$ cat src/common/pcm_pkg.sv
package pcm_pkg;
  localparam int          ADDR_W              = 24;
  localparam int          DATA_W              = 16;
  localparam logic [23:0] SYNTH_CONTROL_ADDR  = 24'h120000;
  localparam logic [23:0] SYNTH_STATUS_ADDR   = 24'h120002;
  localparam logic [23:0] RESET_CTRL_ADDR     = 24'h120004;
  localparam logic [23:0] IRQ_STATUS_ADDR     = 24'h120006;
  localparam logic [23:0] IRQ_MASK_ADDR       = 24'h120008;
  localparam int          LOCK_LOSS_RESET_ENABLE_BIT           = 15;
  localparam int          MFD_HI              = 14;
  localparam int          MFD_LO              = 12;
  localparam int          MFD_W               = 3;
  localparam int          FORCE_RST_BIT       = 7;
  localparam int          ST_LOCK_BIT         = 3;
  localparam int          ST_MODE_HI          = 2;
  localparam int          ST_MODE_LO          = 1;
  localparam int          ST_PLL_ON_BIT       = 0;
  localparam int          IRQ_W               = 2;
  localparam int          IRQ_LOST_BIT        = 0;
  localparam int          IRQ_GAINED_BIT      = 1;
  localparam logic [15:0] SYNTH_CONTROL_RESET = 16'h0000;
  localparam logic [1:0]  MODE_SEL_EXT        = 2'h0;
  localparam logic [1:0]  MODE_SEL_ONE        = 2'h1;
  localparam int          CLK_PERIOD_NS       = 40;
  localparam int          LOCK_TIME_NS        = 2000;
  localparam int          LOCK_CYCLES         = (LOCK_TIME_NS + CLK_PERIOD_NS - 1) / CLK_PERIOD_NS;
  localparam int          CNT_W               = 12;
  localparam logic [4:0]  MULT_BASE           = 5'h04;
  localparam logic [4:0]  MULT_ONE            = 5'h01;
  localparam logic [4:0]  SYS_DIV_BASE        = 5'h14;
  typedef enum logic [1:0] {
    PCM_MODE_NORMAL,
    PCM_MODE_ONE,
    PCM_MODE_EXT
  } pcm_mode_type;
endpackage

$ cat src/common/pcm_lock_if.sv
interface pcm_lock_if;
  logic pll_on;
  logic relock;
  logic locked;
  modport ctrl (output pll_on, output relock, input locked);
  modport lock (input pll_on, input relock, output locked);
endinterface

$ cat src/verilog/pcm_top.sv
////////////////////////////////////////////////////////////////////////////////
// How it works
// [RQ1] Outside party drives oscillator input with a clock or fits a crystal there.
// [RQ2] Oscillator output only drives the crystal, never used in external clock mode.
// [RQ3] System clock is presented on the system clock output pin.
// [RQ4] Mode select pins are held outside and sampled at configuration.
// [RQ5] Reset output pin low during system reset or while force bit set.
// [RQ6] Control at 0x120000, status at 0x120002, supervisor access only.
// [RQ7] Control bit 15 set makes a lock loss request a system reset.
// [RQ8] Setting the enable while unlocked in PLL modes requests reset at once.
// [RQ9] Software clears the enable before retuning or stopping the PLL.
// [RQ10] External clock mode ignores the lock loss reset enable.
// [RQ11] Control bits 14 to 12 hold the feedback multiplier.
// [RQ12] Changing the multiplier or stopping the PLL drops lock.
// [RQ13] In 1:1 mode the multiplier field is ignored, factor is one.
// [RQ14] In external clock mode multiplier writes leave clocking alone.
// [RQ15] Three modes: normal PLL by default, 1:1 PLL and external clock.
// [RQ16] External clock mode bypasses the PLL and follows the input clock.
// [RQ17] Lock drop with enable set sends a reset request to the controller.
module pcm_top
  import pcm_pkg::*;
#(
  parameter int LOCK_CNT = LOCK_CYCLES
) (
  input  wire logic              clk_i,
  input  wire logic              reset_i,
  input  wire logic              osc_in_i,
  output logic                   osc_out_o,
  output logic                   sys_clk_o,
  input  wire logic [1:0]        clock_mode_select_i,
  output logic                   reset_out_n_o,
  input  wire logic              stop_i,
  input  wire logic              stop_pll_off_i,
  input  wire logic              supervisor_i,
  input  wire logic [ADDR_W-1:0] addr_i,
  input  wire logic [DATA_W-1:0] wdata_i,
  input  wire logic              wr_i,
  input  wire logic              rd_i,
  output logic      [DATA_W-1:0] rdata_o,
  output logic                   irq_o,
  output logic                   lock_reset_req_o
);
  ////////////////////////////////////////////////////////////////////////////
  pcm_lock_if lk ();

  pcm_lock #(
    .LOCK_CNT (LOCK_CNT)
  ) u_lock (
    .clk_i   (clk_i),
    .reset_i (reset_i),
    .lk      (lk)
  );

  ////////////////////////////////////////////////////////////////////////////
  pcm_mode_type      mode;
  pcm_mode_type      next_mode;
  logic              cfg_done;
  logic              next_cfg_done;
  logic              lock_loss_reset_enable;
  logic              next_lock_loss_reset_enable;
  logic [MFD_W-1:0]  feedback_multiplier_field;
  logic [MFD_W-1:0]  next_mfd;
  logic              force_rst;
  logic              next_force_rst;
  logic [IRQ_W-1:0]  irq_status;
  logic [IRQ_W-1:0]  next_irq_status;
  logic [IRQ_W-1:0]  irq_mask;
  logic [IRQ_W-1:0]  next_irq_mask;
  logic              locked_q;
  logic [4:0]        div_cnt;
  logic [4:0]        next_div_cnt;
  logic              next_sys_clk;
  logic              next_osc_out;
  logic              next_reset_out_n;
  logic              next_irq;
  logic              next_req;
  logic [DATA_W-1:0] next_rdata;
  logic [4:0]        eff_mult;
  logic              pll_on;
  logic              relock;

  ////////////////////////////////////////////////////////////////////////////
  // Access decode; user mode sees nothing and changes nothing
  logic wr_ok;
  logic rd_ok;
  logic wr_ctrl;
  logic wr_rstc;
  logic wr_istat;
  logic wr_imask;
  logic lost_ev;
  logic gain_ev;

  assign wr_ok    = wr_i && supervisor_i;  // [RQ6]
  assign rd_ok    = rd_i && supervisor_i;  // [RQ6]
  assign wr_ctrl  = wr_ok && (addr_i == SYNTH_CONTROL_ADDR);  // [RQ6]
  assign wr_rstc  = wr_ok && (addr_i == RESET_CTRL_ADDR);
  assign wr_istat = wr_ok && (addr_i == IRQ_STATUS_ADDR);
  assign wr_imask = wr_ok && (addr_i == IRQ_MASK_ADDR);
  assign lost_ev  = locked_q && !lk.locked;
  assign gain_ev  = !locked_q && lk.locked;

  // External mode has no PLL at all, so no lock timer runs there
  assign pll_on = cfg_done && (mode != PCM_MODE_EXT)
                  && !(stop_i && stop_pll_off_i);  // [RQ12] [RQ16]
  // Only normal mode retunes; the field is dead in 1:1 and external
  assign relock = wr_ctrl && (mode == PCM_MODE_NORMAL)
                  && (wdata_i[MFD_HI:MFD_LO] != feedback_multiplier_field);  // [RQ12] [RQ13] [RQ14]
  assign lk.pll_on = pll_on;
  assign lk.relock = relock;

  ////////////////////////////////////////////////////////////////////////////
  always_comb begin
    next_mode        = mode;
    next_cfg_done    = 1'b1;
    next_lock_loss_reset_enable       = lock_loss_reset_enable;
    next_mfd         = feedback_multiplier_field;
    next_force_rst   = force_rst;
    next_irq_mask    = irq_mask;
    next_irq_status  = irq_status;
    next_rdata       = '0;
    next_req         = 1'b0;
    eff_mult         = MULT_ONE;
    // Straps are caught once, in the first cycle after reset release
    if (!cfg_done) begin
      unique case (clock_mode_select_i)  // [RQ4] [RQ15]
        MODE_SEL_EXT: next_mode = PCM_MODE_EXT;
        MODE_SEL_ONE: next_mode = PCM_MODE_ONE;
        default:      next_mode = PCM_MODE_NORMAL;
      endcase
    end
    if (wr_ctrl) begin
      next_lock_loss_reset_enable = wdata_i[LOCK_LOSS_RESET_ENABLE_BIT];  // [RQ7]
      next_mfd   = wdata_i[MFD_HI:MFD_LO];  // [RQ11]
    end
    if (wr_rstc) begin
      next_force_rst = wdata_i[FORCE_RST_BIT];
    end
    if (wr_imask) begin
      next_irq_mask = wdata_i[IRQ_W-1:0];
    end
    // Write one to clear, but a new event in the same cycle wins
    if (wr_istat) begin
      next_irq_status = irq_status & ~wdata_i[IRQ_W-1:0];
    end
    next_irq_status[IRQ_LOST_BIT]   = next_irq_status[IRQ_LOST_BIT] | lost_ev;
    next_irq_status[IRQ_GAINED_BIT] = next_irq_status[IRQ_GAINED_BIT] | gain_ev;
    // Loss with the enable set, or enable set while unlocked
    if (mode != PCM_MODE_EXT) begin  // [RQ10]
      next_req = (lock_loss_reset_enable && lost_ev)  // [RQ7] [RQ17]
                 || (wr_ctrl && wdata_i[LOCK_LOSS_RESET_ENABLE_BIT] && !lk.locked);  // [RQ8]
    end
    if (rd_ok) begin
      unique case (addr_i)
        SYNTH_CONTROL_ADDR: begin
          next_rdata[LOCK_LOSS_RESET_ENABLE_BIT]     = lock_loss_reset_enable;
          next_rdata[MFD_HI:MFD_LO] = feedback_multiplier_field;
        end
        SYNTH_STATUS_ADDR: begin
          next_rdata[ST_LOCK_BIT]           = lk.locked;
          next_rdata[ST_MODE_HI:ST_MODE_LO] = mode;
          next_rdata[ST_PLL_ON_BIT]         = pll_on;
        end
        RESET_CTRL_ADDR: next_rdata[FORCE_RST_BIT] = force_rst;
        IRQ_STATUS_ADDR: next_rdata[IRQ_W-1:0]     = irq_status;
        IRQ_MASK_ADDR:   next_rdata[IRQ_W-1:0]     = irq_mask;
        default:         next_rdata                = '0;
      endcase
    end
    next_irq = |(next_irq_status & next_irq_mask);
    unique case (mode)
      PCM_MODE_NORMAL: eff_mult = MULT_BASE + {1'b0, feedback_multiplier_field, 1'b0};  // [RQ11]
      PCM_MODE_ONE:    eff_mult = MULT_ONE;  // [RQ13]
      PCM_MODE_EXT:    eff_mult = MULT_ONE;  // [RQ14]
      default:         eff_mult = MULT_ONE;
    endcase
  end

  ////////////////////////////////////////////////////////////////////////////
  // Clock pins. The PLL output is only a model: a faster factor gives a
  // shorter toggle period of the core clock, not a true multiplied clock.
  always_comb begin
    next_div_cnt     = div_cnt;
    next_sys_clk     = sys_clk_o;
    next_osc_out     = 1'b0;
    next_reset_out_n = !force_rst;  // [RQ5]
    if (mode != PCM_MODE_EXT && cfg_done) begin
      next_osc_out = !osc_in_i;  // [RQ2]
    end
    if (stop_i) begin
      next_div_cnt = '0;
      next_sys_clk = 1'b0;
    end else if (mode == PCM_MODE_EXT) begin
      next_sys_clk = osc_in_i;  // [RQ16]
    end else if (lk.locked) begin
      if (div_cnt >= SYS_DIV_BASE - eff_mult) begin
        next_div_cnt = '0;
        next_sys_clk = !sys_clk_o;  // [RQ3]
      end else begin
        next_div_cnt = div_cnt + 5'h01;
      end
    end
  end

  ////////////////////////////////////////////////////////////////////////////
  always_ff @(posedge clk_i or posedge reset_i) begin
    if (reset_i) begin
      mode             <= PCM_MODE_NORMAL;
      cfg_done         <= 1'b0;
      lock_loss_reset_enable            <= SYNTH_CONTROL_RESET[LOCK_LOSS_RESET_ENABLE_BIT];
      feedback_multiplier_field              <= SYNTH_CONTROL_RESET[MFD_HI:MFD_LO];
      force_rst        <= 1'b0;
      irq_status       <= '0;
      irq_mask         <= '0;
      locked_q         <= 1'b0;
      div_cnt          <= '0;
      sys_clk_o        <= 1'b0;
      osc_out_o        <= 1'b0;
      reset_out_n_o    <= 1'b0;  // [RQ5]
      irq_o            <= 1'b0;
      lock_reset_req_o <= 1'b0;
      rdata_o          <= '0;
    end else begin
      mode             <= next_mode;
      cfg_done         <= next_cfg_done;
      lock_loss_reset_enable            <= next_lock_loss_reset_enable;
      feedback_multiplier_field              <= next_mfd;
      force_rst        <= next_force_rst;
      irq_status       <= next_irq_status;
      irq_mask         <= next_irq_mask;
      locked_q         <= lk.locked;
      div_cnt          <= next_div_cnt;
      sys_clk_o        <= next_sys_clk;
      osc_out_o        <= next_osc_out;
      reset_out_n_o    <= next_reset_out_n;
      irq_o            <= next_irq;
      lock_reset_req_o <= next_req;
      rdata_o          <= next_rdata;
    end
  end

  ////////////////////////////////////////////////////////////////////////////
  a_ext_no_request: assert property (@(posedge clk_i) disable iff (reset_i) // [RQ10]
    (mode == PCM_MODE_EXT) |=> !lock_reset_req_o)
    else $error("reset request in external clock mode");

  a_loss_resets: assert property (@(posedge clk_i) disable iff (reset_i) // [RQ17]
    (lock_loss_reset_enable && lost_ev && mode != PCM_MODE_EXT) |=> lock_reset_req_o)
    else $error("lock loss did not request reset");

  a_no_enable_quiet: assert property (@(posedge clk_i) disable iff (reset_i) // [RQ7]
    (!lock_loss_reset_enable && !wr_ctrl) |=> !lock_reset_req_o)
    else $error("reset request with enable clear");

  a_enable_unlocked: assert property (@(posedge clk_i) disable iff (reset_i) // [RQ8]
    (wr_ctrl && wdata_i[LOCK_LOSS_RESET_ENABLE_BIT] && !lk.locked && mode != PCM_MODE_EXT)
    |=> lock_reset_req_o)
    else $error("enable set while unlocked gave no reset");

  // Lost event lasts one cycle, the sticky bit follows it
  a_retune_loses: assert property (@(posedge clk_i) disable iff (reset_i) // [RQ12]
    (relock && lk.locked) |=> (lost_ev ##1 irq_status[IRQ_LOST_BIT]))
    else $error("retune did not drop lock");

  a_one_mfd_dead: assert property (@(posedge clk_i) disable iff (reset_i) // [RQ13]
    (mode != PCM_MODE_NORMAL) |-> (!relock && eff_mult == MULT_ONE))
    else $error("multiplier used outside normal mode");

  a_ext_follows: assert property (@(posedge clk_i) disable iff (reset_i) // [RQ16]
    (mode == PCM_MODE_EXT && !stop_i) |=> (sys_clk_o == $past(osc_in_i)))
    else $error("external clock not passed through");

  a_force_pin: assert property (@(posedge clk_i) disable iff (reset_i) // [RQ5]
    force_rst |=> !reset_out_n_o)
    else $error("reset pin high while forced");

  a_user_blocked: assert property (@(posedge clk_i) disable iff (reset_i) // [RQ6]
    (rd_i && !supervisor_i) |=> (rdata_o == '0))
    else $error("user mode read returned data");

  a_mode_frozen: assert property (@(posedge clk_i) disable iff (reset_i) // [RQ4]
    cfg_done |=> $stable(mode))
    else $error("clock mode changed after configuration");

  // Write, one quiet cycle, then the read back
  a_ctrl_readback: assert property (@(posedge clk_i) disable iff (reset_i) // [RQ11]
    wr_ctrl ##1 !wr_ctrl ##1 (rd_ok && addr_i == SYNTH_CONTROL_ADDR)
    |=> (rdata_o[MFD_HI:MFD_LO] == $past(wdata_i[MFD_HI:MFD_LO], 3)))
    else $error("multiplier field not stored");

  a_osc_output_pin_ext_idle: assert property (@(posedge clk_i) disable iff (reset_i) // [RQ2]
    (mode == PCM_MODE_EXT) |=> !osc_out_o)
    else $error("crystal drive active in external mode");
endmodule

$ cat src/verilog/pcm_lock.sv
module pcm_lock
  import pcm_pkg::*;
#(
  parameter int LOCK_CNT = LOCK_CYCLES
) (
  input  wire logic clk_i,
  input  wire logic reset_i,
  pcm_lock_if.lock  lk
);
  logic [CNT_W-1:0] cnt;
  logic [CNT_W-1:0] next_cnt;
  logic             locked;
  logic             next_locked;

  assign lk.locked = locked;

  // Any retune or power-down restarts the lock timer
  always_comb begin
    next_cnt    = cnt;
    next_locked = locked;
    if (!lk.pll_on || lk.relock) begin  // [RQ12]
      next_cnt    = '0;
      next_locked = 1'b0;
    end else if (cnt < CNT_W'(LOCK_CNT)) begin
      next_cnt    = cnt + CNT_W'(1);
      next_locked = 1'b0;
    end else begin
      next_locked = 1'b1;
    end
  end

  always_ff @(posedge clk_i or posedge reset_i) begin
    if (reset_i) begin
      cnt    <= '0;
      locked <= 1'b0;
    end else begin
      cnt    <= next_cnt;
      locked <= next_locked;
    end
  end

  a_relock_drops: assert property (@(posedge clk_i) disable iff (reset_i) // [RQ12]
    lk.relock |=> !locked) else $error("lock held after retune");
endmodule

$ cat config.mk
export PLATFORM = sky130hd
export DESIGN_NAME = pcm_top
export DESIGN_NICKNAME = d
export VERILOG_FILES = /design/src/common/pcm_pkg.sv /design/src/common/pcm_lock_if.sv /design/src/verilog/pcm_top.sv /design/src/verilog/pcm_lock.sv
export SDC_FILE = /design/constraint.sdc
export NUM_CORES = 1
export LEC_CHECK = 0
export BUFFER_PORTS_ARGS = -buffer_cell sky130_fd_sc_hd__buf_2
export CAP_MARGIN = 20
export CORE_MARGIN = 2
export CORE_UTILIZATION = 46
export CTS_BUF_LIST = sky130_fd_sc_hd__clkbuf_4 sky130_fd_sc_hd__clkbuf_8 sky130_fd_sc_hd__clkbuf_16
export DETAILED_ROUTE_END_ITERATION = 16
export PLACE_DENSITY = 0.76
export REMOVE_ABC_BUFFERS = 1
export SLEW_MARGIN = 20
export SYNTH_ARGS = -nofsm -noshare
export SYNTH_HDL_FRONTEND = slang
export SYNTH_SLANG_ARGS = --single-unit
$ cat constraint.sdc
create_clock -name clk_i -period 2.23 [get_ports clk_i]
set_input_delay 0 -clock clk_i [delete_from_list [all_inputs] [get_ports clk_i]]
set_output_delay 0 -clock clk_i [all_outputs]
set_load 0.005 [all_outputs]
Yosys cells after proc, flatten, opt, wreduce, memory -nomap -nowiden. Cells that the tools add are included. Widths: inputs -> output; s select.

Memory bits (read-only): 0. Register bits after elaboration: 52. Logic and storage cells: 95. Latch bits: 0. Memories: 0. Output and inout bits: 21. Bits in writable memories: 0.

Order comparisons: 2. Shift operators: 0. Mux-type cells: 23. Reduce and logical (&&, ||, !) cells: 34. Multipliers: 0. Divide/modulo/power cells: 0. Bitwise logic cells: 5. $add $sub $neg: 4. Equality and inequality tests: 10.

Operators with widths (count): $eq 24x21->1 const B (5); $mux 5 (5); $mux 12 (2); $logic_and 1x1->1 (16); $mux 16 (1); $add 12x1->12 const B (1); $lt 12x6->1 const B (1); $mux 1 (9); $logic_not 1->1 (7); $mux 2 (3); $pmux 2 s3 (1); $reduce_bool 3->1 (2); $add 3x4->5 const A (1); $add 5x1->5 const B (1); $ge 5x5->1 (1); $sub 5x5->5 const A (1); $and 2x2->2 (2); $logic_not 2->1 (2); $mux 4 (1); $ne 2x2->1 const B (2); $pmux 2 s2 (1); $reduce_and 2->1 (2); $reduce_bool 2->1 (2); $ne 3x3->1 (1); 6 further kinds (8).

Longest topological paths before layout. Gate-level depths: netlist of the first run.

Depth in word-level cells: 8. Gate-level depth with buffers: 9. Gate-level depth less buffers: 9.

By module. Synthesis of the first run repeated with hierarchy kept, for this count alone.

Cell total of the unflattened synthesis: 211. Area, all modules: 2258.4 um^2.

By module, submodules not included: pcm_top (times used 1, cells an instance 162, area each 1687.9 um^2); pcm_lock (times used 1, cells an instance 49, area each 570.5 um^2).

Worst setup path before layout of the first run. OpenSTA, ideal clock, no wires.

Path kind: register to register. Start: reg feedback_multiplier_field[1]. End: reg div_cnt[0]. Setup slack: -151 ps. Cell stages (with the launch flop): 9. Path buffers: 0. Data arrival time: 2314 ps. Setup time: 67 ps. Path through: dfrtp_1 > ha_1 > xor2_1 > nand2_1 > ha_1 > a21oi_1 > o21ai_0 > a2111oi_0 > mux2_2.

Longest elaborated chain between the ends: 8.

Ends and longest elaborated chain: start: declaration (line pcm_top.sv:61) `logic [MFD_W-1:0] feedback_multiplier_field;`; start signal: assignment (line pcm_top.sv:210) `feedback_multiplier_field <= SYNTH_CONTROL_RESET[MFD_HI:MFD_LO];`; start signal: assignment (line pcm_top.sv:226) `feedback_multiplier_field <= next_mfd;`; $add 3x4->5 (line pcm_top.sv:171) `PCM_MODE_NORMAL: eff_mult = MULT_BASE + {1'b0, feedback_multiplier_field, 1'b0};`; $mux 5 (line pcm_top.sv:170) `unique case (mode)`; $sub 5x5->5 (line pcm_top.sv:195) `if (div_cnt >= SYS_DIV_BASE - eff_mult) begin`; $ge 5x5->1 (line pcm_top.sv:195); $mux 5 (line pcm_top.sv:195); $mux 5 (line pcm_top.sv:194) `end else if (lk.locked) begin`; $mux 5 (line pcm_top.sv:192) `end else if (mode == PCM_MODE_EXT) begin`; $mux 5 (line pcm_top.sv:189) `if (stop_i) begin`; end signal: assignment (line pcm_top.sv:231) `div_cnt <= next_div_cnt;`; end: declaration (line pcm_top.sv:70) `logic [4:0] div_cnt;`.

Every way passes these cells. The select of a mux whose other input is x is not followed. A chain may end at the register's enable or synchronous reset.

Worst setup path after layout of the first run.
Start: reg feedback_multiplier_field[1]. End: reg sys_clk_o.

Longest elaborated chain between the ends: 6.

Ends and longest elaborated chain: $add 3x4->5 (line pcm_top.sv:171); $mux 5 (line pcm_top.sv:170); $sub 5x5->5 (line pcm_top.sv:195); $ge 5x5->1 (line pcm_top.sv:195); $reduce_bool 3->1 (no source line); $reduce_and 2->1 (no source line); end signal: assignment (line pcm_top.sv:232) `sys_clk_o <= next_sys_clk;`; end: declaration (line pcm_top.sv:29) `output logic sys_clk_o,`.

Every way passes these cells.

==> results of run 1 <==
## cell usage in the layout (no fill, tap or decap), types with 5 or more instances in the layout
| master | Yosys | routed |
|---|---|---|
| sky130_fd_sc_hd__xor2_1 | 8 | 8 |
| sky130_fd_sc_hd__dlygate4sd3_1 | 0 | 15 |
| sky130_fd_sc_hd__buf_4 | 7 | 13 |
| sky130_fd_sc_hd__nand2b_1 | 8 | 8 |
| sky130_fd_sc_hd__inv_1 | 7 | 6 |
| sky130_fd_sc_hd__buf_2 | 1 | 54 |
| sky130_fd_sc_hd__nor2_1 | 16 | 16 |
| sky130_fd_sc_hd__nand2_1 | 13 | 12 |
| sky130_fd_sc_hd__conb_1 | 2 | 8 |
| sky130_fd_sc_hd__nand4_1 | 6 | 6 |
| sky130_fd_sc_hd__nor3_1 | 6 | 6 |
| sky130_fd_sc_hd__ha_1 | 8 | 5 |
| sky130_fd_sc_hd__nand3_1 | 6 | 6 |
| sky130_fd_sc_hd__and2_1 | 12 | 12 |
| sky130_fd_sc_hd__mux2_2 | 7 | 6 |
| sky130_fd_sc_hd__clkbuf_8 | 0 | 5 |
| sky130_fd_sc_hd__dfrtp_1 | 45 | 45 |
| sky130_fd_sc_hd__a22o_1 | 5 | 5 |
## metal layers
layer  wire length [um]  vias to the layer above  share of wire, %  track usage [%]
met5                  0                        -                 0                0
met4                104                        0               2.2             8.93
met3                182                        9               3.9             3.21
met2               2290                       45                49             30.4
met1               2100                      864                45             22.9
li1                   -                      917                 -                -
## synth_stat cells (6+ instances only)
cell / n / share of area [%]
sky130_fd_sc_hd__nand2_1: 13 / 2.1
sky130_fd_sc_hd__ha_1: 8 / 4.4
sky130_fd_sc_hd__nand4_1: 6 / 1.6
sky130_fd_sc_hd__and2_1: 12 / 3.3
sky130_fd_sc_hd__nand2b_1: 8 / 2.2
sky130_fd_sc_hd__nor2_1: 16 / 2.6
sky130_fd_sc_hd__nand3_1: 6 / 1.3
sky130_fd_sc_hd__mux2_2: 7 / 3.4
sky130_fd_sc_hd__xor2_1: 8 / 3.1
sky130_fd_sc_hd__nor3_1: 6 / 1.3
sky130_fd_sc_hd__inv_1: 7 / 1.1
sky130_fd_sc_hd__buf_4: 7 / 2.3
sky130_fd_sc_hd__dfrtp_1: 45 / 49
## cell type report
cell class / instances / area (um^2)
clock inverters: 3 / 17.5
repair buffers: 82 / 518
clock buffers: 5 / 68.8
multi-input cells: 157 / 1160
flip-flops and latches: 45 / 1130
fillers: 411 / 1750
inverters: 7 / 26.3
well taps: 67 / 83.8
## critical path, cell delays in order, from the launching register on
cell and delay, ns:
sky130_fd_sc_hd__dfrtp_1 0.43, sky130_fd_sc_hd__ha_4 0.29, sky130_fd_sc_hd__xor2_1 0.15, sky130_fd_sc_hd__nand2_1 0.11
sky130_fd_sc_hd__ha_4 0.30, sky130_fd_sc_hd__nand2_4 0.05, sky130_fd_sc_hd__o211a_1 0.21, sky130_fd_sc_hd__or3_1 0.35
sky130_fd_sc_hd__a311oi_1 0.25
## path summary, 6_finish.rpt
path / from / end / slack (ns)
setup / recovery: feedback_multiplier_field[1] / sys_clk_o / -0.02
hold / removal: addr_i[1] / rdata_o[7] / 0.03
min in group asynchronous: reset_i / u_lock.cnt[10] / 0.28
hold reg to reg: force_rst / reset_out_n_o / 0.46
setup reg to reg: feedback_multiplier_field[1] / sys_clk_o / -0.02
max in group asynchronous: reset_i / osc_out_o / 1.35
## sequential cells by signal (all words and copies together) (netlist names)
register                   cells
lock_reset_req_o               1
irq_status                     2
irq_mask                       2
cfg_done                       1
rdata_o                        9
feedback_multiplier_field      3
lock_loss_reset_enable         1
u_lock.lk.locked               1
u_lock.cnt                    12
locked_q                       1
reset_out_n_o                  1
osc_out_o                      1
irq_o                          1
div_cnt                        5
sys_clk_o                      1
force_rst                      1
mode                           2
## power by group through the flow
stage / logic (mW) / registers, mW / clock network, mW
after detailed placement: 0.148 / 0.849 / 0
after CTS: 0.168 / 0.832 / 0.497
after global routing: 0.193 / 0.834 / 0.533
after global placement: 0.144 / 0.848 / 0
after floorplan: 0.0690 / 0.848 / 0
final: 0.174 / 0.833 / 0.485
## metrics by stage
stage	std cells	hold WS [ns]	setup TNS [ns]
6_report	366	0.0337	-0.0209
5_1_grt	366	0.0449	-0.264
4_1_cts	365	0.0166	0
3_5_place_dp	342	0.0812	-0.342
3_3_place_gp	342	0.0810	-0.150
2_1_floorplan	209	0.0659	-0.350
## timing repair
action,in CTS,in global routing
setup endpoints to repair,4,4
hold endpoints to repair,34,0
pin swaps,2,9
setup buffers,0,1
resized for setup,4,8
hold buffers,15,0
## kinds of logic after synthesis
family	after synthesis	synth area share (%)
AND/OR/NAND/NOR	90	24.0
flip-flops	45	49.0
AO/OA/AOI/OAI	31	9.86
buffers and inverters	17	3.98
XOR/XNOR	12	4.58
adder cells (fa/ha/maj)	8	4.36
multiplexers	8	3.87
other	2	0.327
==> metrics.txt, run 1 <==
# TYPE chip_impl_metric gauge
chip_impl_metric{name="timing.fmax",unit="GHz"} 0.444
chip_impl_metric{name="post-place-ws",unit="ns"} -0.126
chip_impl_info{name="timing_worst_setup_path_type",value="reg -> reg"} 1
chip_impl_metric{name="ioPinCount",unit=""} 71
chip_impl_metric{name="dieWidth",unit="um"} 74.7
chip_impl_info{name="clock_tree.root_cell",value="sky130_fd_sc_hd__clkbuf_8"} 1
chip_impl_info{name="min-delay-path-class",value="in -> reg"} 1
chip_impl_metric{name="antenna_cells",unit=""} 0
chip_impl_metric{name="numPortBuffers",unit=""} 54
chip_impl_metric{name="finalPower",unit="mW"} 1.49
chip_impl_metric{name="firstDrtPassIters",unit=""} 4
chip_impl_metric{name="netlist-cell-type-count",unit=""} 46
chip_impl_metric{name="insertion_delay",unit="ns"} 0.30
chip_impl_metric{name="drt_iter0_markers",unit=""} 107
chip_impl_metric{name="fin_nets",unit=""} 356
chip_impl_metric{name="synth_seq_cells",unit=""} 45
chip_impl_metric{name="core_region_area",unit="mm^2"} 0.00475
chip_impl_metric{name="final_max_slew_viol_count",unit=""} 0
chip_impl_metric{name="synthesis.area_per_instance",unit="um^2"} 10.8
chip_impl_metric{name="tightest_slew",unit="ns"} 0.766
chip_impl_metric{name="cts_buffer_depth",unit=""} 2
chip_impl_info{name="synth-main-ff-cell",value="sky130_fd_sc_hd__dfrtp_1"} 1
chip_impl_metric{name="cp_max_fo",unit=""} 4
chip_impl_info{name="outcome",value="complete, but fails checks"} 1
chip_impl_metric{name="routed_wire_length_per_instance",unit="um"} 12.8
chip_impl_metric{name="gp_routability_congestion",unit=""} 0.877
chip_impl_metric{name="dp.final_hpwl",unit="mm"} 3.53
chip_impl_info{name="violations",value="setup timing"} 1
chip_impl_metric{name="std_cell_rows",unit=""} 25
chip_impl_metric{name="timing.max_slew.rel_slack",unit="%"} 48.6
chip_impl_metric{name="async_flop_share",unit="%"} 100
chip_impl_metric{name="die_ar",unit="mm^2"} 0.00557
chip_impl_metric{name="post_route_drc_violation_count",unit=""} 0
chip_impl_metric{name="synth.yosys.warnings",unit=""} 0
chip_impl_metric{name="area_of_the_mapped_netlist",unit="mm^2"} 0.00230
chip_impl_info{name="worstSetupEndpointType",value="register"} 1
chip_impl_info{name="critical_path.startpoint_type",value="register"} 1
chip_impl_metric{name="ant_nets",unit=""} 0
chip_impl_metric{name="switching_share",unit="%"} 24.7
chip_impl_metric{name="pin_count_of_the_biggest_net_entering_global_routing",unit=""} 23
chip_impl_metric{name="post-route-worst-setup-slack",unit="ns"} -0.0209
chip_impl_metric{name="clock_power_share",unit="%"} 32.5
chip_impl_metric{name="grt_antenna_before_repair",unit=""} 0
chip_impl_metric{name="non_filler_cell_area_final",unit="mm^2"} 0.00300
chip_impl_metric{name="max-vdd-ir-drop",unit="mV"} 0.322
chip_impl_metric{name="drv.max_cap_violation_count",unit=""} 0
chip_impl_metric{name="power_switching",unit="mW"} 0.368
chip_impl_metric{name="finalWirelength",unit="mm"} 4.68
chip_impl_metric{name="post_synth_inst_count",unit=""} 213
chip_impl_metric{name="power_density",unit="mW/mm^2"} 497
chip_impl_metric{name="final_util",unit="%"} 63.2
chip_impl_metric{name="share_of_total_power_in_combinational_logic",unit="%"} 11.7
chip_impl_metric{name="timing_hold_violations_final",unit=""} 0
chip_impl_metric{name="layout_min_cycle_time",unit="ns"} 2.25
chip_impl_metric{name="post_cts_clock_slew_at_the_launch_and_capture_registers_of_the_worst_setup_and_hold_paths",unit="ns"} 0.08
chip_impl_metric{name="final-setup-viol-count",unit=""} 1
chip_impl_metric{name="fp.dieH",unit="um"} 74.7
chip_impl_metric{name="whs_path_depth",unit=""} 2
chip_impl_metric{name="first_global_vias",unit=""} 1754
chip_impl_metric{name="layout_worst_path_cycle_share",unit="%"} 101
chip_impl_metric{name="reg2reg_depth",unit=""} 8
chip_impl_metric{name="power.leakage",unit="nW"} 1.50
chip_impl_metric{name="count_of_flip_flops_with_a_built_in_enable_after_synthesis",unit=""} 0
chip_impl_metric{name="p_seq_share",unit="%"} 55.8
chip_impl_info{name="tritoncts_clock_tree",value="built"} 1
chip_impl_metric{name="clock_sinks",unit=""} 45
chip_impl_metric{name="place_area",unit="mm^2"} 0.00270
chip_impl_metric{name="cts_htree_levels",unit=""} 2
chip_impl_metric{name="num_vias",unit=""} 1835
chip_impl_metric{name="starting_density_of_the_core",unit="%"} 48.3
chip_impl_metric{name="skew",unit="ns"} 0.0126
chip_impl_metric{name="grt_first_pass_wirelength",unit="mm"} 7.64
chip_impl_metric{name="synth_seq_area_share",unit="%"} 49.0
chip_impl_metric{name="avgViaCountPerCell",unit=""} 5.01
chip_impl_metric{name="required",unit="ns"} 2.43
chip_impl_metric{name="internal_power",unit="mW"} 1.12
chip_impl_metric{name="drive_gt1_share",unit="%"} 32.1
chip_impl_metric{name="critPathArrivalTime",unit="ns"} 2.46
chip_impl_metric{name="flow.area_growth_from_synthesis",unit="%"} 30.7
chip_impl_info{name="rsz0062_at_grt",value="yes"} 1
chip_impl_metric{name="cts-buffers-inserted",unit=""} 5
chip_impl_metric{name="global_route.overflow_total",unit=""} 0
chip_impl_metric{name="groute.usage.overall",unit="%"} 18.2
Power figures use the tool's default switching activity.
==> inputs of run 2 (changes only) <==
--- a/config.mk
+++ b/config.mk
@@ -11,6 +11,7 @@
 export CORE_UTILIZATION = 46
 export CTS_BUF_LIST = sky130_fd_sc_hd__clkbuf_4 sky130_fd_sc_hd__clkbuf_8 sky130_fd_sc_hd__clkbuf_16
 export DETAILED_ROUTE_END_ITERATION = 16
+export GPL_ROUTABILITY_DRIVEN = 0
 export PLACE_DENSITY = 0.76
 export REMOVE_ABC_BUFFERS = 1
 export SLEW_MARGIN = 20
==> constraint.sdc (replaced) <==
create_clock -name clk_i -period 2.23 [get_ports clk_i]
set_input_delay 0.446 -clock clk_i [delete_from_list [all_inputs] [get_ports clk_i]]
set_output_delay 0.446 -clock clk_i [all_outputs]
set_load 0.005 [all_outputs]
==> run 2 against run 1 <==
The run still ends with setup timing left. Power up 7.6%. Worst hold slack better by 0.23 ns. Via count rose by 0.71%. Clock skew decreased by 0.0016 ns. Critical path depth did not move. Fmax up 0.52%. Design area is 1.5% lower. Sequential power about the same. Worst setup slack gained 0.012 ns. Sequential share of layout area increased by 0.57 points. Count of clock-buffer cells in the layout increased by 1.
==> metrics.txt, run 2 (synthesis results as in run 1) <==
# TYPE chip_impl_metric gauge
chip_impl_metric{name="post_route_drc_violation_count",unit=""} 0
chip_impl_metric{name="wl_met3",unit="um"} 244
chip_impl_metric{name="dp.final_hpwl",unit="mm"} 3.66
chip_impl_metric{name="fin_nets",unit=""} 351
chip_impl_info{name="crit_path_start",value="feedback_multiplier_field[1]"} 1
chip_impl_metric{name="power.leakage",unit="nW"} 1.51
chip_impl_metric{name="reg2reg_depth",unit=""} 8
chip_impl_metric{name="final_max_slew_viol_count",unit=""} 0
chip_impl_info{name="register_ranked_first_by_flip_flop_count",value="u_lock.cnt"} 1
chip_impl_info{name="clock_tree.root_cell",value="sky130_fd_sc_hd__clkbuf_8"} 1
chip_impl_metric{name="grt_antenna_before_repair",unit=""} 0
chip_impl_info{name="largest_registers",value="u_lock.cnt x12, rdata_o x9, div_cnt x5"} 1
chip_impl_metric{name="timing_hold_violations_final",unit=""} 0
chip_impl_metric{name="cp_max_fo",unit=""} 4
chip_impl_metric{name="clock_sinks",unit=""} 45
chip_impl_info{name="r2r-end",value="sys_clk_o"} 1
chip_impl_info{name="rsz0062_at_grt",value="yes"} 1
chip_impl_info{name="timing_worst_setup_path_type",value="reg -> reg"} 1
chip_impl_metric{name="global_route.overflow_total",unit=""} 0
chip_impl_metric{name="met1_length",unit="mm"} 2.01
chip_impl_metric{name="critPathArrivalTime",unit="ns"} 2.45
chip_impl_metric{name="fp.dieH",unit="um"} 74.7
chip_impl_metric{name="firstDrtPassIters",unit=""} 4
chip_impl_metric{name="skew",unit="ns"} 0.0110
chip_impl_metric{name="flow.area_growth_from_synthesis",unit="%"} 28.8
chip_impl_metric{name="dieWidth",unit="um"} 74.7
chip_impl_metric{name="antenna_cells",unit=""} 0
chip_impl_info{name="top_layer_used",value="met4"} 1
chip_impl_info{name="layout_common_cells",value="sky130_fd_sc_hd__buf_2, sky130_fd_sc_hd__dfrtp_1, sky130_fd_sc_hd__buf_4"} 1
chip_impl_metric{name="max-vdd-ir-drop",unit="mV"} 0.307
chip_impl_info{name="worstSetupEndpointType",value="register"} 1
chip_impl_metric{name="finalHoldWorstSlack",unit="ns"} 0.264
chip_impl_metric{name="grt_first_pass_wirelength",unit="mm"} 7.95
chip_impl_metric{name="layout_worst_path_cycle_share",unit="%"} 100
chip_impl_info{name="min-delay-path-class",value="in -> async"} 1
chip_impl_info{name="regToRegStartpoint",value="feedback_multiplier_field[1]"} 1
chip_impl_metric{name="final-setup-viol-count",unit=""} 1
chip_impl_metric{name="first_global_vias",unit=""} 1801
chip_impl_metric{name="num_vias",unit=""} 1848
chip_impl_metric{name="met2RoutedLength",unit="mm"} 2.35
chip_impl_info{name="violations",value="setup timing"} 1
chip_impl_metric{name="groute.usage.overall",unit="%"} 18.8
chip_impl_info{name="critical_path.startpoint_type",value="register"} 1
chip_impl_metric{name="die_ar",unit="mm^2"} 0.00557
chip_impl_metric{name="drv.max_cap_violation_count",unit=""} 0
chip_impl_metric{name="numPortBuffers",unit=""} 54
chip_impl_metric{name="routed_wire_length_per_instance",unit="um"} 13.0
chip_impl_metric{name="timing.max_slew.rel_slack",unit="%"} 64.0
chip_impl_info{name="cp-endpoint",value="sys_clk_o"} 1
chip_impl_metric{name="core_region_area",unit="mm^2"} 0.00475
chip_impl_metric{name="power_density",unit="mW/mm^2"} 543
chip_impl_metric{name="cts_buffer_depth",unit=""} 2
chip_impl_metric{name="cts-buffers-inserted",unit=""} 5
chip_impl_metric{name="post-route-worst-setup-slack",unit="ns"} -0.00924
chip_impl_metric{name="pin_count_of_the_biggest_net_entering_global_routing",unit=""} 46
chip_impl_metric{name="ioPinCount",unit=""} 71
chip_impl_metric{name="std_cell_rows",unit=""} 25
chip_impl_metric{name="drt_iter0_markers",unit=""} 111
chip_impl_metric{name="insertion_delay",unit="ns"} 0.30
chip_impl_metric{name="avgViaCountPerCell",unit=""} 5.12
chip_impl_metric{name="cts_setup_buffers",unit=""} 0
chip_impl_metric{name="ant_nets",unit=""} 0
chip_impl_metric{name="post-place-ws",unit="ns"} -0.218
chip_impl_info{name="outcome",value="complete, but fails checks"} 1
chip_impl_info{name="mostFrequentLayoutCell",value="sky130_fd_sc_hd__buf_2"} 1
chip_impl_metric{name="timing.fmax",unit="GHz"} 0.447
chip_impl_metric{name="drive_gt1_share",unit="%"} 36.7
chip_impl_info{name="tritoncts_clock_tree",value="built"} 1
chip_impl_metric{name="flip_flop_count_of_the_largest_register_all_copies_and_words_added",unit=""} 12
chip_impl_metric{name="tightest_slew",unit="ns"} 0.540
chip_impl_metric{name="starting_density_of_the_core",unit="%"} 48.3
chip_impl_metric{name="post_cts_clock_slew_at_the_launch_and_capture_registers_of_the_worst_setup_and_hold_paths",unit="ns"} 0.09
chip_impl_metric{name="required",unit="ns"} 2.44
chip_impl_metric{name="finalWirelength",unit="mm"} 4.68
chip_impl_metric{name="layout_min_cycle_time",unit="ns"} 2.24
chip_impl_metric{name="cts_htree_levels",unit=""} 2
chip_impl_metric{name="reg2reg_slack",unit="ns"} -0.009
## run 2: cell count changes in the layout (fill, tap and decap cells not counted), moves of 2 or more
cell,previous run,this run
sky130_fd_sc_hd__buf_4,13,23
sky130_fd_sc_hd__a311oi_2,0,3
sky130_fd_sc_hd__a311oi_1,3,0
sky130_fd_sc_hd__dlygate4sd3_1,15,0
sky130_fd_sc_hd__clkinv_2,2,0
## run 2: worst max-delay path, cell delays in order, from the launching register on
cell and delay [ns]:
sky130_fd_sc_hd__dfrtp_1 0.44, sky130_fd_sc_hd__ha_4 0.29, sky130_fd_sc_hd__xor2_1 0.14, sky130_fd_sc_hd__nand2_1 0.11, sky130_fd_sc_hd__ha_4 0.28, sky130_fd_sc_hd__nand2_2 0.05, sky130_fd_sc_hd__o211a_1 0.23, sky130_fd_sc_hd__or3_4 0.37
sky130_fd_sc_hd__a311oi_2 0.24
## run 2: worst min path at each step
stage,from,depth (start not counted),to,slack [ns]
floorplan,force_rst,1,reset_out_n_o,0.41
global placement,force_rst,1,reset_out_n_o,0.44
detailed placement,force_rst,1,reset_out_n_o,0.45
CTS,reset_i,3,u_lock.cnt[4],0.28
global route,osc_in_i,2,osc_out_o,0.31
finish,reset_i,3,u_lock.cnt[4],0.26
## run 2: stage by stage
step / cells / cell area (um^2) / utilization (%) / power [mW] / setup TNS (ns)
after global placement: 353 / 2780 / 58.5 / 0.995 / -1.55
after CTS: 361 / 2920 / 61.3 / 1.62 / 0
after global routing: 361 / 2960 / 62.2 / 1.68 / -0.502
final: 361 / 2960 / 62.2 / 1.61 / -0.00924
after detailed placement: 353 / 2780 / 58.5 / 1.00 / -2.43
after floorplan: 209 / 2250 / - / 0.917 / -0.422
## run 2: where the power goes
group | switching (mW) | internal (mW)
clock | 0.271 | 0.348
combinational | 0.0884 | 0.0668
sequential | 0.00754 | 0.825
total | 0.367 | 1.24
## run 2: repair_timing
action	in CTS	in global routing
gates resized for setup	4	7
hold buffers	0	0
endpoints found under the setup margin	4	6
pin swaps	4	5
gates cloned	0	0
## run 2: final cells by class
cell class	count	area (um^2)
clock buffer	6	76.3
multi-input combinational	157	1160
fill	414	1800
sequential	45	1130
inverter	7	26.3
timing repair buffer	77	443
tap	67	83.8
clock inverter	2	38.8
## run 2: layer usage
metal | track usage (%) | up-vias
met4 | 5.95 | 0
met2 | 32.0 | 49
li1 | - | 907
met5 | 0 | -
met3 | 3.61 | 7
met1 | 24.2 | 885
==> inputs of run 3 (changes only) <==
--- a/config.mk
+++ b/config.mk
@@ -12,6 +12,7 @@
 export CTS_BUF_LIST = sky130_fd_sc_hd__clkbuf_4 sky130_fd_sc_hd__clkbuf_8 sky130_fd_sc_hd__clkbuf_16
 export DETAILED_ROUTE_END_ITERATION = 16
 export GPL_ROUTABILITY_DRIVEN = 0
+export MAX_ROUTING_LAYER = met4
 export PLACE_DENSITY = 0.76
 export REMOVE_ABC_BUFFERS = 1
 export SLEW_MARGIN = 20
==> run 3 against run 2 <==
The flow still finishes with violations (setup timing). Design area did not move. Register-to-register slack hardly changed. Count of clock-buffer cells in the layout unchanged. First-iteration DRC count fell by 3.6%. Worst setup slack improved by 0.0030 ns. Sequential share of layout area unchanged. Core utilization is the same. Fmax rose by 0.13%. Routed wire length is 0.43% higher. Critical path type unchanged.
==> metrics.txt, run 3 (synthesis results as in run 1) <==
# TYPE chip_impl_metric gauge
chip_impl_metric{name="fp.dieH",unit="um"} 74.7
chip_impl_metric{name="insertion_delay",unit="ns"} 0.30
chip_impl_metric{name="cts-buffers-inserted",unit=""} 5
chip_impl_metric{name="starting_density_of_the_core",unit="%"} 48.3
chip_impl_info{name="outcome",value="complete, but fails checks"} 1
chip_impl_metric{name="dieWidth",unit="um"} 74.7
chip_impl_info{name="mostFrequentLayoutCell",value="sky130_fd_sc_hd__buf_2"} 1
chip_impl_metric{name="cts_htree_levels",unit=""} 2
chip_impl_metric{name="groute.usage.overall",unit="%"} 19.3
chip_impl_metric{name="final-setup-viol-count",unit=""} 1
chip_impl_metric{name="pin_count_of_the_biggest_net_entering_global_routing",unit=""} 46
chip_impl_info{name="rsz0062_at_grt",value="yes"} 1
chip_impl_metric{name="post_cts_clock_slew_at_the_launch_and_capture_registers_of_the_worst_setup_and_hold_paths",unit="ns"} 0.09
chip_impl_metric{name="post_route_drc_violation_count",unit=""} 0
chip_impl_metric{name="dp.final_hpwl",unit="mm"} 3.66
chip_impl_metric{name="power_density",unit="mW/mm^2"} 543
chip_impl_metric{name="grt_antenna_before_repair",unit=""} 0
chip_impl_metric{name="drt_iter0_markers",unit=""} 107
chip_impl_info{name="min-delay-path-class",value="in -> async"} 1
chip_impl_metric{name="finalPower",unit="mW"} 1.61
chip_impl_info{name="worstSetupEndpointType",value="register"} 1
chip_impl_info{name="largest_registers",value="u_lock.cnt x12, rdata_o x9, div_cnt x5"} 1
chip_impl_info{name="violations",value="setup timing"} 1
chip_impl_metric{name="routed_wire_length_per_instance",unit="um"} 13.0
chip_impl_metric{name="std_cell_rows",unit=""} 25
chip_impl_metric{name="final_max_slew_viol_count",unit=""} 0
chip_impl_metric{name="drv.max_cap_violation_count",unit=""} 0
chip_impl_metric{name="required",unit="ns"} 2.44
chip_impl_metric{name="reg2reg_slack",unit="ns"} -0.006
chip_impl_metric{name="grt_first_pass_wirelength",unit="mm"} 7.96
chip_impl_metric{name="avgViaCountPerCell",unit=""} 5.10
chip_impl_metric{name="numPortBuffers",unit=""} 54
chip_impl_metric{name="post-route-worst-setup-slack",unit="ns"} -0.00629
chip_impl_metric{name="flip_flop_count_of_the_largest_register_all_copies_and_words_added",unit=""} 12
chip_impl_metric{name="timing.max_slew.rel_slack",unit="%"} 63.7
chip_impl_metric{name="timing.fmax",unit="GHz"} 0.447
chip_impl_metric{name="core_region_area",unit="mm^2"} 0.00475
chip_impl_metric{name="flow.area_growth_from_synthesis",unit="%"} 28.8
chip_impl_metric{name="antenna_cells",unit=""} 0
chip_impl_info{name="r2r-end",value="sys_clk_o"} 1
chip_impl_metric{name="first_global_vias",unit=""} 1797
chip_impl_metric{name="power.leakage",unit="nW"} 1.51
chip_impl_metric{name="skew",unit="ns"} 0.00992
chip_impl_metric{name="reg2reg_depth",unit=""} 8
chip_impl_info{name="tritoncts_clock_tree",value="built"} 1
chip_impl_metric{name="layout_worst_path_cycle_share",unit="%"} 100
chip_impl_metric{name="cp_max_fo",unit=""} 4
chip_impl_info{name="timing_worst_setup_path_type",value="reg -> reg"} 1
chip_impl_metric{name="drive_gt1_share",unit="%"} 36.7
chip_impl_metric{name="global_route.overflow_total",unit=""} 0
chip_impl_metric{name="clock_sinks",unit=""} 45
chip_impl_metric{name="max-vdd-ir-drop",unit="mV"} 0.307
chip_impl_metric{name="num_vias",unit=""} 1841
chip_impl_metric{name="post-place-ws",unit="ns"} -0.218
chip_impl_metric{name="firstDrtPassIters",unit=""} 4
chip_impl_metric{name="layout_min_cycle_time",unit="ns"} 2.24
chip_impl_metric{name="cts_buffer_depth",unit=""} 2
chip_impl_info{name="regToRegStartpoint",value="feedback_multiplier_field[1]"} 1
chip_impl_metric{name="ctsHoldBuffers",unit=""} 0
chip_impl_metric{name="critPathArrivalTime",unit="ns"} 2.44
chip_impl_info{name="register_ranked_first_by_flip_flop_count",value="u_lock.cnt"} 1
chip_impl_metric{name="timing_hold_violations_final",unit=""} 0
chip_impl_metric{name="tightest_slew",unit="ns"} 0.545
chip_impl_metric{name="ioPinCount",unit=""} 71
chip_impl_metric{name="ant_nets",unit=""} 0
chip_impl_info{name="clock_tree.root_cell",value="sky130_fd_sc_hd__clkbuf_8"} 1
chip_impl_metric{name="fin_nets",unit=""} 351
chip_impl_metric{name="die_ar",unit="mm^2"} 0.00557
chip_impl_metric{name="finalWirelength",unit="mm"} 4.70
chip_impl_info{name="critical_path.startpoint_type",value="register"} 1
chip_impl_info{name="layout_common_cells",value="sky130_fd_sc_hd__buf_2, sky130_fd_sc_hd__dfrtp_1, sky130_fd_sc_hd__buf_4"} 1
run 3: how the worst max path moves through the flow:
stage / slack, ns / end / cells past startpoint / from
after CTS: 0.002 / sys_clk_o / 8 / feedback_multiplier_field[1]
after detailed placement: -0.22 / irq_o / 6 / addr_i[0]
after global placement: -0.20 / irq_o / 6 / addr_i[0]
after global routing: -0.16 / sys_clk_o / 8 / feedback_multiplier_field[1]
final: -0.006 / sys_clk_o / 8 / feedback_multiplier_field[1]
after floorplan: -0.15 / div_cnt[0] / 8 / feedback_multiplier_field[1]
run 3: routing by layer:
layer | up-vias | part of all wire, % | GRT usage (%)
met5 | - | 0 | -
li1 | 908 | - | -
met2 | 48 | 50 | 32.1
met1 | 878 | 44 | 24.1
met3 | 7 | 4.5 | 3.61
met4 | 0 | 1.4 | 5.95
run 3: layout make-up:
cell class              instances  area, um^2
inverters                       7        26.3
flip-flops and latches         45        1130
clock buffers                   6        76.3
clock inverters                 2        38.8
well taps                      67        83.8
repair buffers                 77         443
multi-input cells             157        1160
fillers                       414        1800
run 3: repair_timing:
action	4_1_cts	5_1_grt
gates cloned	0	0
gates resized for setup	4	7
pin swaps	4	5
setup buffers	0	0
endpoints found under the setup margin	4	6
run 3: critical path, stage by stage, from the launching register on:
cell,delay (ns)
sky130_fd_sc_hd__dfrtp_1,0.44
sky130_fd_sc_hd__ha_4,0.29
sky130_fd_sc_hd__xor2_1,0.14
sky130_fd_sc_hd__nand2_1,0.11
sky130_fd_sc_hd__ha_4,0.28
sky130_fd_sc_hd__nand2_2,0.05
sky130_fd_sc_hd__o211a_1,0.23
sky130_fd_sc_hd__or3_4,0.37
sky130_fd_sc_hd__a311oi_2,0.23
run 3: power by group:
group / switching [mW] / total (mW) / internal (mW)
Clock: 0.271 / 0.620 / 0.348
Sequential: 0.00753 / 0.832 / 0.825
Combinational: 0.0886 / 0.155 / 0.0668
run 3: stage by stage:
stage	area (um^2)	TNS, ns	std cells	hold WS, ns	util (%)
final	2960	-0.00629	361	0.271	62.2
after global routing	2960	-0.494	361	0.308	62.2
after CTS	2920	0	361	0.284	61.3
after detailed placement	2780	-2.43	353	0.455	58.5
after global placement	2780	-1.55	353	0.443	58.5
after floorplan	2250	-0.422	209	0.412	-
